File: config.mk
export PLATFORM = sky130hd
export DESIGN_NAME = e1_loopback_alarm_status_ctrl
export DESIGN_NICKNAME = d
export VERILOG_FILES = /design/src/rtl/latched_status.v /design/src/rtl/e1_loopback_alarm_status_ctrl.v
export VERILOG_INCLUDE_DIRS = /design/src /design/src/rtl
export SDC_FILE = /design/constraint.sdc
export NUM_CORES = 1
export LEC_CHECK = 0
export ABC_AREA = 1
export BUFFER_PORTS_ARGS = -buffer_cell sky130_fd_sc_hd__buf_2
export CAP_MARGIN = 5
export CORE_MARGIN = 2
export CORE_UTILIZATION = 53
export DETAILED_ROUTE_END_ITERATION = 6
export PLACE_DENSITY = 0.82
export SLEW_MARGIN = 20
export SYNTH_ARGS = -nofsm -noshare
export SYNTH_HDL_FRONTEND = slang
export SYNTH_SLANG_ARGS = --single-unit
File: constraint.sdc
create_clock -name mclk_i -period 1.45 [get_ports mclk_i]
set_input_delay 0.29 -clock mclk_i [delete_from_list [all_inputs] [get_ports mclk_i]]
set_output_delay 0.29 -clock mclk_i [all_outputs]
set_load 0.005 [all_outputs]
File: src/rtl/e1_ctrl_defs.vh
`ifndef E1_CTRL_DEFS_VH
`define E1_CTRL_DEFS_VH

// Register addresses on the parallel port
`define ADDR_STATUS_1      8'h06
`define ADDR_STATUS_2      8'h07
`define ADDR_RX_INFO       8'h08
`define ADDR_IRQ_MASK_1    8'h16
`define ADDR_IRQ_MASK_2    8'h17
`define ADDR_COMMON_CTRL_1 8'h14
`define ADDR_COMMON_CTRL_2 8'h1A
`define ADDR_COMMON_CTRL_3 8'h1B
`define ADDR_SYNC_STATE    8'h1E

// Field positions
`define CC1_FRAMER_LB   7
`define CC2_LOCAL_LB    0
`define CC2_REMOTE_LB   1
`define CC2_AUTO_RA     4
`define CC2_AUTO_AIS    5
`define CC3_LINE_IF_RST 3
`define CC3_STORE_RST   4

// Receive information bit positions
`define RIF_SIG_MF      0
`define RIF_FRAME_ALIGN 1
`define RIF_CRC         2
`define RIF_RX_EMPTY    3
`define RIF_RX_FULL     4
`define RIF_JITTER      5
`define RIF_TX_EMPTY    6
`define RIF_TX_FULL     7

`define REG_RESET 8'h00

// Resync criteria end points
`define CRC_LAST_BLOCK  10'h3E7
`define CRC_TRIP_ERRS   10'h392
`define FAS_RUN_LAST    2'h2

// Line interface recovery time
`define LIF_RECOVER_MS  40
`define CLK_MHZ         250
`define LIF_RECOVER_CYC (`LIF_RECOVER_MS * 1000 * `CLK_MHZ)

`endif

File: src/rtl/latched_status.v
`timescale 1ns/1ps
// One latched status byte with mask-write refresh and interrupt gating
module latched_status (
  input  wire       mclk_i,
  input  wire       rst_i,
  input  wire [7:0] event_i,
  input  wire       wr_i,
  input  wire [7:0] wdata_i,
  input  wire [7:0] mask_i,
  output reg  [7:0] read_copy_o,
  output reg        irq_o
);
  reg  [7:0] latch;
  wire [7:0] next_latch;

  // Event in a clearing cycle wins over the clear
  assign next_latch = wr_i ? ((latch & ~wdata_i) | event_i)
                           : (latch | event_i);

  always @(posedge mclk_i) begin
    if (rst_i) begin
      latch       <= 8'h00;
      read_copy_o <= 8'h00;
      irq_o       <= 1'b0;
    end else begin
      latch <= next_latch;
      if (wr_i)
        read_copy_o <= (read_copy_o & ~wdata_i)
                     | ((latch | event_i) & wdata_i);
      irq_o <= |(next_latch & mask_i);
    end
  end
endmodule // latched_status

File: src/rtl/e1_loopback_alarm_status_ctrl.v
`timescale 1ns/1ps
// Operation
// - Local loopback: transmit normally, receive path takes transmit data.
// - Remote loopback: resend recovered line data, ignore serial input.
// - Framer loopback: transmit into receive, drive line, ignore line in.
// - Framer loopback: receive clock follows the transmit clock input.
// - On sync, AIS or carrier loss send AIS or remote alarm.
// - Line-interface reset rising; about 40 ms until operational.
// - Status bits latch on events until read and cleared.
// - Mask write: ones refresh readable copy and clear; zeros hold.
// - Synchronizer state register is read-only and real time.
// - Status 1 drives interrupt 1, status 2 interrupt 2, maskable.
// - Elastic-store full and empty flags set on delete or repeat.
// - Jitter limit flag set within 4 bits of FIFO limit.
// - CRC resync flag set at 915 of 1000 errored codewords.
// - Frame-align resync flag on three consecutive errored words.
// - Signaling multiframe flag on two consecutive errored words.
// - Elastic-store reset falling edge forces known store depth.
// - Line-interface reset rising edge resets the line front end.
`include "e1_ctrl_defs.vh"
module e1_loopback_alarm_status_ctrl #(
  parameter LIF_RECOVER_CYCLES = `LIF_RECOVER_CYC
) (
  input  wire       mclk_i,
  input  wire       rst_i,
  // Parallel port
  input  wire       wr_i,
  input  wire       rd_i,
  input  wire [7:0] addr_i,
  input  wire [7:0] wdata_i,
  output reg  [7:0] rdata_o,
  // Line and datapath, sampled
  input  wire       line_rx_pos_i,
  input  wire       line_rx_neg_i,
  input  wire       tx_pos_i,
  input  wire       tx_neg_i,
  input  wire       tx_serial_in_i,
  input  wire       tx_clock_in_i,
  input  wire       rec_clock_i,
  output reg        line_tx_pos_o,
  output reg        line_tx_neg_o,
  output reg        rx_pos_o,
  output reg        rx_neg_o,
  output reg        rx_clock_o,
  output reg        tx_serial_used_o,
  output reg        jitter_path_o,
  // Receive-side conditions and events
  input  wire       loss_of_sync_i,
  input  wire       rx_all_ones_i,
  input  wire       loss_of_carrier_i,
  input  wire [7:0] status_1_event_i,
  input  wire [7:0] status_2_event_i,
  input  wire       rx_store_slip_full_i,
  input  wire       rx_store_slip_empty_i,
  input  wire       tx_store_slip_full_i,
  input  wire       tx_store_slip_empty_i,
  input  wire       jitter_near_limit_i,
  input  wire       crc_block_i,
  input  wire       crc_error_i,
  input  wire       fas_word_i,
  input  wire       fas_error_i,
  input  wire       casmf_word_i,
  input  wire       casmf_error_i,
  input  wire [7:0] sync_state_i,
  // Controls
  output reg        force_ais_o,
  output reg        force_remote_alarm_o,
  output reg        line_if_reset_o,
  output reg        line_if_ready_o,
  output reg        store_recenter_o,
  output reg        irq_out_1_o,
  output reg        irq_out_2_o
);
  reg  [7:0]  common_ctrl_1;
  reg  [7:0]  common_ctrl_2;
  reg  [7:0]  common_ctrl_3;
  reg  [7:0]  irq_mask_1;
  reg  [7:0]  irq_mask_2;
  reg  [7:0]  sync_meta;
  reg  [7:0]  sync_state_reg;
  reg  [4:0]  pin_meta;
  reg  [4:0]  pin_sync;
  reg  [1:0]  fas_run;
  reg         cas_run;
  reg  [9:0]  crc_blocks;
  reg  [9:0]  crc_errs;
  reg  [31:0] lif_count;
  reg         alarm_cond;
  wire [7:0]  status_reg_1;
  wire [7:0]  status_reg_2;
  wire [7:0]  receive_information_flags;
  wire        irq_1;
  wire        irq_2;
  wire        wr_s1;
  wire        wr_s2;
  wire        wr_ri;
  wire        crc_trip;
  wire [7:0]  rx_info_events;

  function hit;
    input [7:0] a;
    input [7:0] b;
    hit = (a == b);
  endfunction

  assign wr_s1 = wr_i && hit(addr_i, `ADDR_STATUS_1);
  assign wr_s2 = wr_i && hit(addr_i, `ADDR_STATUS_2);
  assign wr_ri = wr_i && hit(addr_i, `ADDR_RX_INFO);

  // Window closes at 1000 blocks; trip on the 915th error inside it
  assign crc_trip = crc_block_i && crc_error_i
                 && (crc_errs == `CRC_TRIP_ERRS);

  assign rx_info_events = {tx_store_slip_full_i, tx_store_slip_empty_i,
                           jitter_near_limit_i,
                           rx_store_slip_full_i,
                           rx_store_slip_empty_i,
                           crc_trip,
                           fas_word_i && fas_error_i
                           && fas_run == `FAS_RUN_LAST,
                           casmf_word_i && casmf_error_i && cas_run};

  latched_status u_s1 (
    .mclk_i      (mclk_i),
    .rst_i       (rst_i),
    .event_i     (status_1_event_i),
    .wr_i        (wr_s1),
    .wdata_i     (wdata_i),
    .mask_i      (irq_mask_1),
    .read_copy_o (status_reg_1),
    .irq_o       (irq_1)
  );

  latched_status u_s2 (
    .mclk_i      (mclk_i),
    .rst_i       (rst_i),
    .event_i     (status_2_event_i),
    .wr_i        (wr_s2),
    .wdata_i     (wdata_i),
    .mask_i      (irq_mask_2),
    .read_copy_o (status_reg_2),
    .irq_o       (irq_2)
  );

  // Receive information flags raise no interrupt
  latched_status u_ri (
    .mclk_i      (mclk_i),
    .rst_i       (rst_i),
    .event_i     (rx_info_events),
    .wr_i        (wr_ri),
    .wdata_i     (wdata_i),
    .mask_i      (8'h00),
    .read_copy_o (receive_information_flags),
    .irq_o       ()
  );

  // Control registers and read port
  always @(posedge mclk_i) begin
    if (rst_i) begin
      common_ctrl_1 <= `REG_RESET;
      common_ctrl_2 <= `REG_RESET;
      common_ctrl_3 <= `REG_RESET;
      irq_mask_1    <= `REG_RESET;
      irq_mask_2    <= `REG_RESET;
      rdata_o       <= 8'h00;
    end else begin
      if (wr_i) begin
        if (hit(addr_i, `ADDR_COMMON_CTRL_1)) common_ctrl_1 <= wdata_i;
        if (hit(addr_i, `ADDR_COMMON_CTRL_2)) common_ctrl_2 <= wdata_i;
        if (hit(addr_i, `ADDR_COMMON_CTRL_3)) common_ctrl_3 <= wdata_i;
        if (hit(addr_i, `ADDR_IRQ_MASK_1))    irq_mask_1    <= wdata_i;
        if (hit(addr_i, `ADDR_IRQ_MASK_2))    irq_mask_2    <= wdata_i;
      end
      if (rd_i) begin
        case (addr_i)
          `ADDR_STATUS_1:      rdata_o <= status_reg_1;
          `ADDR_STATUS_2:      rdata_o <= status_reg_2;
          `ADDR_RX_INFO:       rdata_o <= receive_information_flags;
          `ADDR_COMMON_CTRL_1: rdata_o <= common_ctrl_1;
          `ADDR_COMMON_CTRL_2: rdata_o <= common_ctrl_2;
          `ADDR_COMMON_CTRL_3: rdata_o <= common_ctrl_3;
          `ADDR_IRQ_MASK_1:    rdata_o <= irq_mask_1;
          `ADDR_IRQ_MASK_2:    rdata_o <= irq_mask_2;
          `ADDR_SYNC_STATE:    rdata_o <= sync_state_reg;
          default:             rdata_o <= 8'h00;
        endcase
      end
    end
  end

  // Resync criteria counters
  always @(posedge mclk_i) begin
    if (rst_i) begin
      fas_run    <= 2'd0;
      cas_run    <= 1'b0;
      crc_blocks <= 10'd0;
      crc_errs   <= 10'd0;
    end else begin
      if (fas_word_i)
        fas_run <= fas_error_i ? ((fas_run == `FAS_RUN_LAST) ? 2'd0
                                  : fas_run + 2'd1) : 2'd0;
      if (casmf_word_i)
        cas_run <= casmf_error_i && !cas_run;
      if (crc_block_i) begin
        if (crc_blocks == `CRC_LAST_BLOCK) begin
          crc_blocks <= 10'd0;
          crc_errs   <= 10'd0;
        end else begin
          crc_blocks <= crc_blocks + 10'd1;
          if (crc_error_i) crc_errs <= crc_errs + 10'd1;
        end
      end
    end
  end

  // Line pins and clocks cross in through two flops
  always @(posedge mclk_i) begin
    if (rst_i) begin
      pin_meta       <= 5'h00;
      pin_sync       <= 5'h00;
      sync_meta      <= 8'h00;
      sync_state_reg <= 8'h00;
    end else begin
      pin_meta       <= {rec_clock_i, tx_clock_in_i, tx_serial_in_i,
                         line_rx_neg_i, line_rx_pos_i};
      pin_sync       <= pin_meta;
      sync_meta      <= sync_state_i;
      sync_state_reg <= sync_meta;
    end
  end

  // Loopback steering and alarms
  always @(posedge mclk_i) begin
    if (rst_i) begin
      line_tx_pos_o        <= 1'b0;
      line_tx_neg_o        <= 1'b0;
      rx_pos_o             <= 1'b0;
      rx_neg_o             <= 1'b0;
      rx_clock_o           <= 1'b0;
      tx_serial_used_o     <= 1'b1;
      jitter_path_o        <= 1'b0;
      alarm_cond           <= 1'b0;
      force_ais_o          <= 1'b0;
      force_remote_alarm_o <= 1'b0;
      irq_out_1_o          <= 1'b0;
      irq_out_2_o          <= 1'b0;
    end else begin
      // Remote loopback resends raw rails, so violations survive
      if (common_ctrl_2[`CC2_REMOTE_LB]) begin
        line_tx_pos_o <= pin_sync[0];
        line_tx_neg_o <= pin_sync[1];
      end else begin
        line_tx_pos_o <= tx_pos_i;
        line_tx_neg_o <= tx_neg_i;
      end
      if (common_ctrl_1[`CC1_FRAMER_LB]
          || common_ctrl_2[`CC2_LOCAL_LB]) begin
        rx_pos_o <= tx_pos_i;
        rx_neg_o <= tx_neg_i;
      end else begin
        rx_pos_o <= pin_sync[0];
        rx_neg_o <= pin_sync[1];
      end
      rx_clock_o <= common_ctrl_1[`CC1_FRAMER_LB] ? pin_sync[3]
                                                  : pin_sync[4];
      tx_serial_used_o <= !common_ctrl_2[`CC2_REMOTE_LB];
      jitter_path_o    <= common_ctrl_2[`CC2_LOCAL_LB]
                       || common_ctrl_2[`CC2_REMOTE_LB];
      alarm_cond <= loss_of_sync_i || rx_all_ones_i || loss_of_carrier_i;
      // Illegal both-set case favours AIS alone
      force_ais_o <= alarm_cond && common_ctrl_2[`CC2_AUTO_AIS];
      force_remote_alarm_o <= alarm_cond
                           && common_ctrl_2[`CC2_AUTO_RA]
                           && !common_ctrl_2[`CC2_AUTO_AIS];
      irq_out_1_o <= irq_1;
      irq_out_2_o <= irq_2;
    end
  end

  // Line-interface reset and store recentering on edges
  reg lif_prev;
  reg store_rst_prev;
  always @(posedge mclk_i) begin
    if (rst_i) begin
      lif_prev         <= 1'b0;
      store_rst_prev   <= 1'b0;
      lif_count        <= 32'd0;
      line_if_reset_o  <= 1'b0;
      line_if_ready_o  <= 1'b0;
      store_recenter_o <= 1'b0;
    end else begin
      lif_prev <= common_ctrl_3[`CC3_LINE_IF_RST];
      store_rst_prev <= common_ctrl_3[`CC3_STORE_RST];
      line_if_reset_o  <= common_ctrl_3[`CC3_LINE_IF_RST]
                       && !lif_prev;
      store_recenter_o <= store_rst_prev
                       && !common_ctrl_3[`CC3_STORE_RST];
      if (common_ctrl_3[`CC3_LINE_IF_RST] && !lif_prev) begin
        lif_count       <= LIF_RECOVER_CYCLES;
        line_if_ready_o <= 1'b0;
      end else if (lif_count != 32'd0) begin
        lif_count <= lif_count - 32'd1;
        line_if_ready_o <= (lif_count == 32'd1);
      end
    end
  end
endmodule // e1_loopback_alarm_status_ctrl

## Word-level counts from Yosys, hierarchy flattened

Cells that the tools add are included.

| word-level totals | value |
|---|---|
| register bits after elaboration | 196 |

| operators by class | value |
|---|---|
| reductions and logical operators | 36 |
| multiplexer cells | 16 |
| bitwise gates (word level) | 21 |
| add/sub/neg operators | 4 |
| equal/unequal tests | 13 |

Operators by type and width:

| kind | count |
|---|---|
| $and A8 B8 Y8 | 11 |
| $or A8 B8 Y8 | 9 |
| $pmux W8 S9 | 1 |
| $eq A8 B5 Y1 const B | 6 |
| $mux W24 | 2 |
| $eq A32 B1 Y1 const B | 1 |
| $reduce_bool A32 Y1 | 1 |
| $sub A32 B1 Y32 const B | 1 |
| $mux W10 | 3 |
| $mux W8 | 3 |
| $add A10 B1 Y10 const B | 2 |
| $eq A10 B10 Y1 const B | 2 |
| $eq A8 B3 Y1 const B | 2 |
| $reduce_or A8 Y1 | 2 |
| $logic_and A1 B1 Y1 | 15 |
| $reduce_and A2 Y1 | 6 |
| $eq A8 B4 Y1 const B | 1 |
| $not A8 Y8 | 1 |
| $logic_not A1 Y1 | 5 |
| $mux W1 | 5 |
| $logic_or A1 B1 Y1 | 4 |
| $mux W2 | 2 |
| $reduce_bool A2 Y1 | 2 |
| $add A2 B1 Y2 const B | 1 |
| 2 further kinds | 2 |

## Longest topological paths before layout

| logic depth | value |
|---|---|
| depth in word-level cells | 6 |
| gate-level depth with buffers | 11 |
| mapped depth without buffers | 11 |

## Modules after synthesis

A second synthesis with hierarchy kept.

| unflattened totals | value |
|---|---|
| cell total of the unflattened synthesis | 1299 |
| area, all modules | 9107.5 um^2 |

By module, submodules not included:

| module | times used | seq. area each (um^2) | area an instance (um^2) | cells an instance |
|---|---|---|---|---|
| e1_loopback_alarm_status_ctrl | 1 | 2882.8 | 6754.0 | 954 |
| latched_status | 3 | 340.3 | 784.5 | 115 |

## Worst setup path before layout

OpenSTA, ideal clock, no wires.

| timing path | value |
|---|---|
| path type | register to register |
| start | reg lif_count[0] |
| end | reg lif_count[11] |
| cell stages (with the launch flop) | 11 |
| setup slack | -0.058 ns |
| clock period less this slack | 1.508 ns |
| data arrival time | 1.380 ns |
| path through | dfxtp_1 inv_1 ha_1 inv_1 nor2_1 nand4_2 nor2_4 inv_2 buf_6 nand2_1 nor2_1 |

| on the way | value |
|---|---|
| longest elaborated chain between the ends | 1 |
| elaborated cells on any way between the ends | 2 |
| those cells by class | add/sub: 1; reduce/logical: 1 |

RTL lines:

| element | line | source |
|---|---|---|
| start: declaration | e1_loopback_alarm_status_ctrl.v:87 | `reg [31:0] lif_count;` |
| start signal: assignment | e1_loopback_alarm_status_ctrl.v:302 | `lif_count <= lif_count - 32'd1;` |
| $sub A32 B1 Y32 / $reduce_bool A32 Y1 (equally long branches) | e1_loopback_alarm_status_ctrl.v:302, e1_loopback_alarm_status_ctrl.v:301 |  |

Several ways; a longest one is shown, not always the timed one.
A chain may end at the register's enable or synchronous reset.

## Final worst setup path

| timing path | value |
|---|---|
| start | reg lif_count[4] |
| end | reg lif_count[23] |

| on the way | value |
|---|---|
| longest elaborated chain between the ends | 3 |
| elaborated cells on any way between the ends | 5 |
| those cells by class | add/sub: 1; mux: 2; reduce/logical: 2 |

RTL lines:

| element | line | source |
|---|---|---|
| $sub A32 B1 Y32 | e1_loopback_alarm_status_ctrl.v:302 |  |
| $mux W24 | e1_loopback_alarm_status_ctrl.v:301 | `end else if (lif_count != 32'd0) begin` |
| $mux W24 | e1_loopback_alarm_status_ctrl.v:298 | `` if (common_ctrl_3[`CC3_LINE_IF_RST] && !lif_prev) begin `` |

Several ways; a longest one is shown, not always the timed one. The select of a mux whose other input is x is not followed.

==> results.py <==
metrics = {
    "global_routing": {
        "track_usage": 0.2797,
        "antenna_found_initial": 0,
        "grt_pass1_wl_mm": 39.75,
        "grt-ovfl-total": 0,
        "grt_pass1_vias": 8295,
        "grt_max_degree": 64,
    },
    "yosys": {
        "netlist_instances": 1255,
        "ys_seq_area_frac": 0.4349,
        "ys_seq_elements": 194,
        "yosysTopAreaCell": "dfxtp_1",
        "postSynthNetCount": 1326,
        "avgSynthCellArea_um2": 7.116,
        "synth_area_um2": 8931,
        "synth_top_area_frac": 0.4349,
        "synth.area.top_cells": "dfxtp_1 (43%), nor2_1 (8.7%), nand2_1 (8.4%), inv_1 (7.1%), a21oi_1 (6.3%)",
        "ys_warn_count": 0,
        "synth_cell_types": 43,
    },
    "layout": {
        "postLayoutCoreUtil": 0.7036,
        "area_growth_pct": 30.18,
        "diodes": 0,
        "nFillCells": 1251,
        "nets": 1532,
        "drive_gt1_frac": 0.2809,
    },
    "cts": {
        "cts_root_buffer": "clkbuf_16",
        "htreeDepth": 4,
        "cts_tree": "yes",
        "cts_hold_buf": 0,
        "worstSkewPairLatency_ns": 0.45,
        "cts_buffers": 17,
        "clock_path_buffers": 2,
        "cts.clk_slew.worst_paths_ns": 0.08,
        "clock_sinks": 194,
    },
    "floorplan": {
        "num_rows": 47,
        "fp.dieW_um": 133.8,
        "die_height_um": 133.8,
        "pin_count": 87,
        "dieArea_um2": 17910,
        "coreArea_um2": 16520,
        "start_util": 0.5405,
    },
    "timing": {
        "slew_headroom": 0.6626,
        "hold_viol_final": 0,
        "skew_ns": 0.007274,
        "setup_viol": 26,
        "min_period_over_period": 1.070,
        "tns_ns": -1.078,
        "max_freq_mhz": 644.3,
        "timing.final.ws_setup_ns": -0.1021,
        "slew_violations": 0,
        "tightest_slew_ns": 0.5060,
        "period_needed_ns": 1.552,
        "grt_setup_unrepaired": "yes",
    },
    "power": {
        "leakage_nw": 5.139,
        "p_total_mw": 18.32,
        "max-vdd-ir-drop_uv": 1304,
        "power_density_nw_per_um2": 1575,
    },
    "worst_setup_path": {
        "critical_path_class": "reg -> reg",
        "cp-endpoint": "lif_count[23]",
        "slowest_delay_ns": 0.36,
        "crit_chain": "nor2_2 -> buf_4 -> nand4_4 -> nor2_4 -> buf_12 -> nor2_4 -> o21a_1",
        "cpMostUsedCell": "nor2_4",
        "regToRegEndpoint": "lif_count[23]",
        "cp_data_arrival_time_ns": 1.90,
        "reg2reg_from": "lif_count[4]",
        "worstPathMaxFanout": 5,
        "reg2regPathDepth": 7,
        "worstPathRequired_ns": 1.79,
        "worst-r2r-setup-slack_ns": -0.10,
        "setup.worst_path.start": "lif_count[4]",
        "cpMaxStageDelayCell": "dfxtp_1",
        "start_kind": "flop",
        "cp-end-kind": "flop",
    },
    "route": {
        "antenna_left": 0,
        "vias": 9108,
        "drc": 0,
        "drt_first_pass_iters": 6,
        "viasPerCell": 5.377,
        "routed_wl_mm": 25.96,
        "first_iter_violations": 1027,
        "wl_per_cell_um": 15.33,
    },
    "min_path": {
        "hold_depth": 3,
        "hold_path_class": "in -> reg",
    },
    "placed_design": {
        "port_buffers": 85,
        "post-dp-hpwl_mm": 17.49,
        "gp_congestion": 1.020,
    },
    "outcome": {
        "violations": "setup timing",
        "outcome": "finished, violations left",
    },
    "flow_run": {
        "maxCapViolations": 0,
    },
}
where the power goes:
group          internal, mW  switching (mW)  leakage, nW
combinational          3.19            4.10         3.26
clock                  2.49            2.40        0.293
sequential             5.74           0.393         1.59
metal layers:
metal / share of wire / wire, um / global-route usage
met3: 0.063 / 1645 / 0.04308
met4: 0.045 / 1156 / 0.1489
met2: 0.49 / 12610 / 0.4718
met1: 0.41 / 10550 / 0.3455
met5: 0 / 0 / 0
cells in the mapped netlist (all sizes together):
master  instances
nand2         211
o211ai          1
nand3b         10
a21oi         113
dfxtp         194
a21o            1
nor3b           1
or2             4
xor2           15
buf            21
nor2          228
nand3          68
clkbuf         16
nor4b           1
xnor2          11
nand4          19
o21a            1
nor4            3
ha              6
nor3           29
o21ai         111
a211oi         13
inv           177
a31oi           1
placed cells by master, fill, tap and decap left out, types with 3 or more instances in the layout:
| master | Yosys | routed |
|---|---|---|
| nand2_1 | 201 | 184 |
| dfxtp_1 | 194 | 173 |
| nor2_1 | 207 | 170 |
| inv_1 | 170 | 162 |
| buf_4 | 3 | 132 |
| a21oi_1 | 112 | 109 |
| o21ai_0 | 104 | 101 |
| buf_2 | 11 | 85 |
| nand3_1 | 65 | 60 |
| nor2_2 | 11 | 29 |
| nor2_4 | 9 | 28 |
| nor3_1 | 25 | 20 |
| dfxtp_2 | 0 | 19 |
| nand2_2 | 9 | 18 |
| nand4_1 | 17 | 17 |
| clkbuf_16 | 0 | 17 |
| xor2_1 | 15 | 12 |
| a211oi_1 | 12 | 11 |
| xnor2_1 | 11 | 11 |
| nand3b_1 | 10 | 10 |
| inv_2 | 5 | 9 |
| o21ai_1 | 6 | 9 |
| nand2_4 | 1 | 9 |
| inv_4 | 1 | 5 |
| nand3_2 | 0 | 5 |
| nor3_2 | 2 | 5 |
| or2_2 | 4 | 4 |
| nor3_4 | 2 | 4 |
| a21oi_2 | 1 | 4 |
| inv_8 | 0 | 4 |
| buf_12 | 0 | 4 |
| nand3_4 | 3 | 3 |
| nor4_1 | 3 | 3 |
| clkinv_4 | 0 | 3 |
| xor2_2 | 0 | 3 |
| ha_1 | 6 | 3 |
| clkinv_8 | 0 | 3 |
cell type report:
cell class              count  area (um^2)  area share
multi-input cells         847         4604      0.3960
inverters                 177        681.9     0.05865
repair buffers            224         1534      0.1319
clock inverters            15        190.2     0.01636
well taps                 220        275.3     0.02368
clock buffers              17        425.4     0.03659
flip-flops and latches    194         3915      0.3367
worst min-delay path by stage:
stage / start / endpoint / slack [ns]
final: sync_state_i[3] / sync_meta[3] / 0.03
after global placement: pin_meta[1] / pin_sync[1] / 0.39
after floorplan: fas_word_i / fas_run[0] / 0.39
after detailed placement: sync_meta[2] / sync_state_reg[2] / 0.40
after global routing: tx_clock_in_i / pin_meta[3] / 0.04
after CTS: sync_state_i[0] / sync_meta[0] / 0.03
stage by stage:
step	instance area, um^2	hold slack, ns	setup WS, ns	cells
final	11630	0.03085	-0.1021	1694
after floorplan	8939	0.3856	0.00001299	1255
after global routing	11630	0.04240	-0.1812	1694
after CTS	11200	0.02690	-0.04839	1678
after global placement	10320	0.3905	-0.1417	1635
after detailed placement	10320	0.3951	-0.2114	1635
worst max-delay path: cells and delay by family (launching register included):
family | cells | cell delay [ns]
DFF | 1 | 0.36
buffers and inverters | 2 | 0.33
AOI/OAI and AO/OA | 1 | 0.17
and+or+nand+nor | 4 | 0.58
what timing repair did:
| item | CTS | global route |
|---|---|---|
| setup buffers | 11 | 16 |
| endpoints found under the setup margin | 34 | 48 |
| resized for setup | 57 | 89 |
| pin swaps | 17 | 44 |
cells by family (layout without fill, tap and decap cells):
family | count (synthesis) | count (layout) | share of synthesized area
adders and majority gates | 6 | 6 | 0.008405
xor gates and xnor gates | 26 | 26 | 0.02550
and+or+nand+nor | 574 | 574 | 0.2924
AOI/OAI and AO/OA | 241 | 241 | 0.1419
DFF | 194 | 194 | 0.4349
buffers and inverters | 214 | 433 | 0.09695
Note: power is estimated with default switching activity, not from simulation.
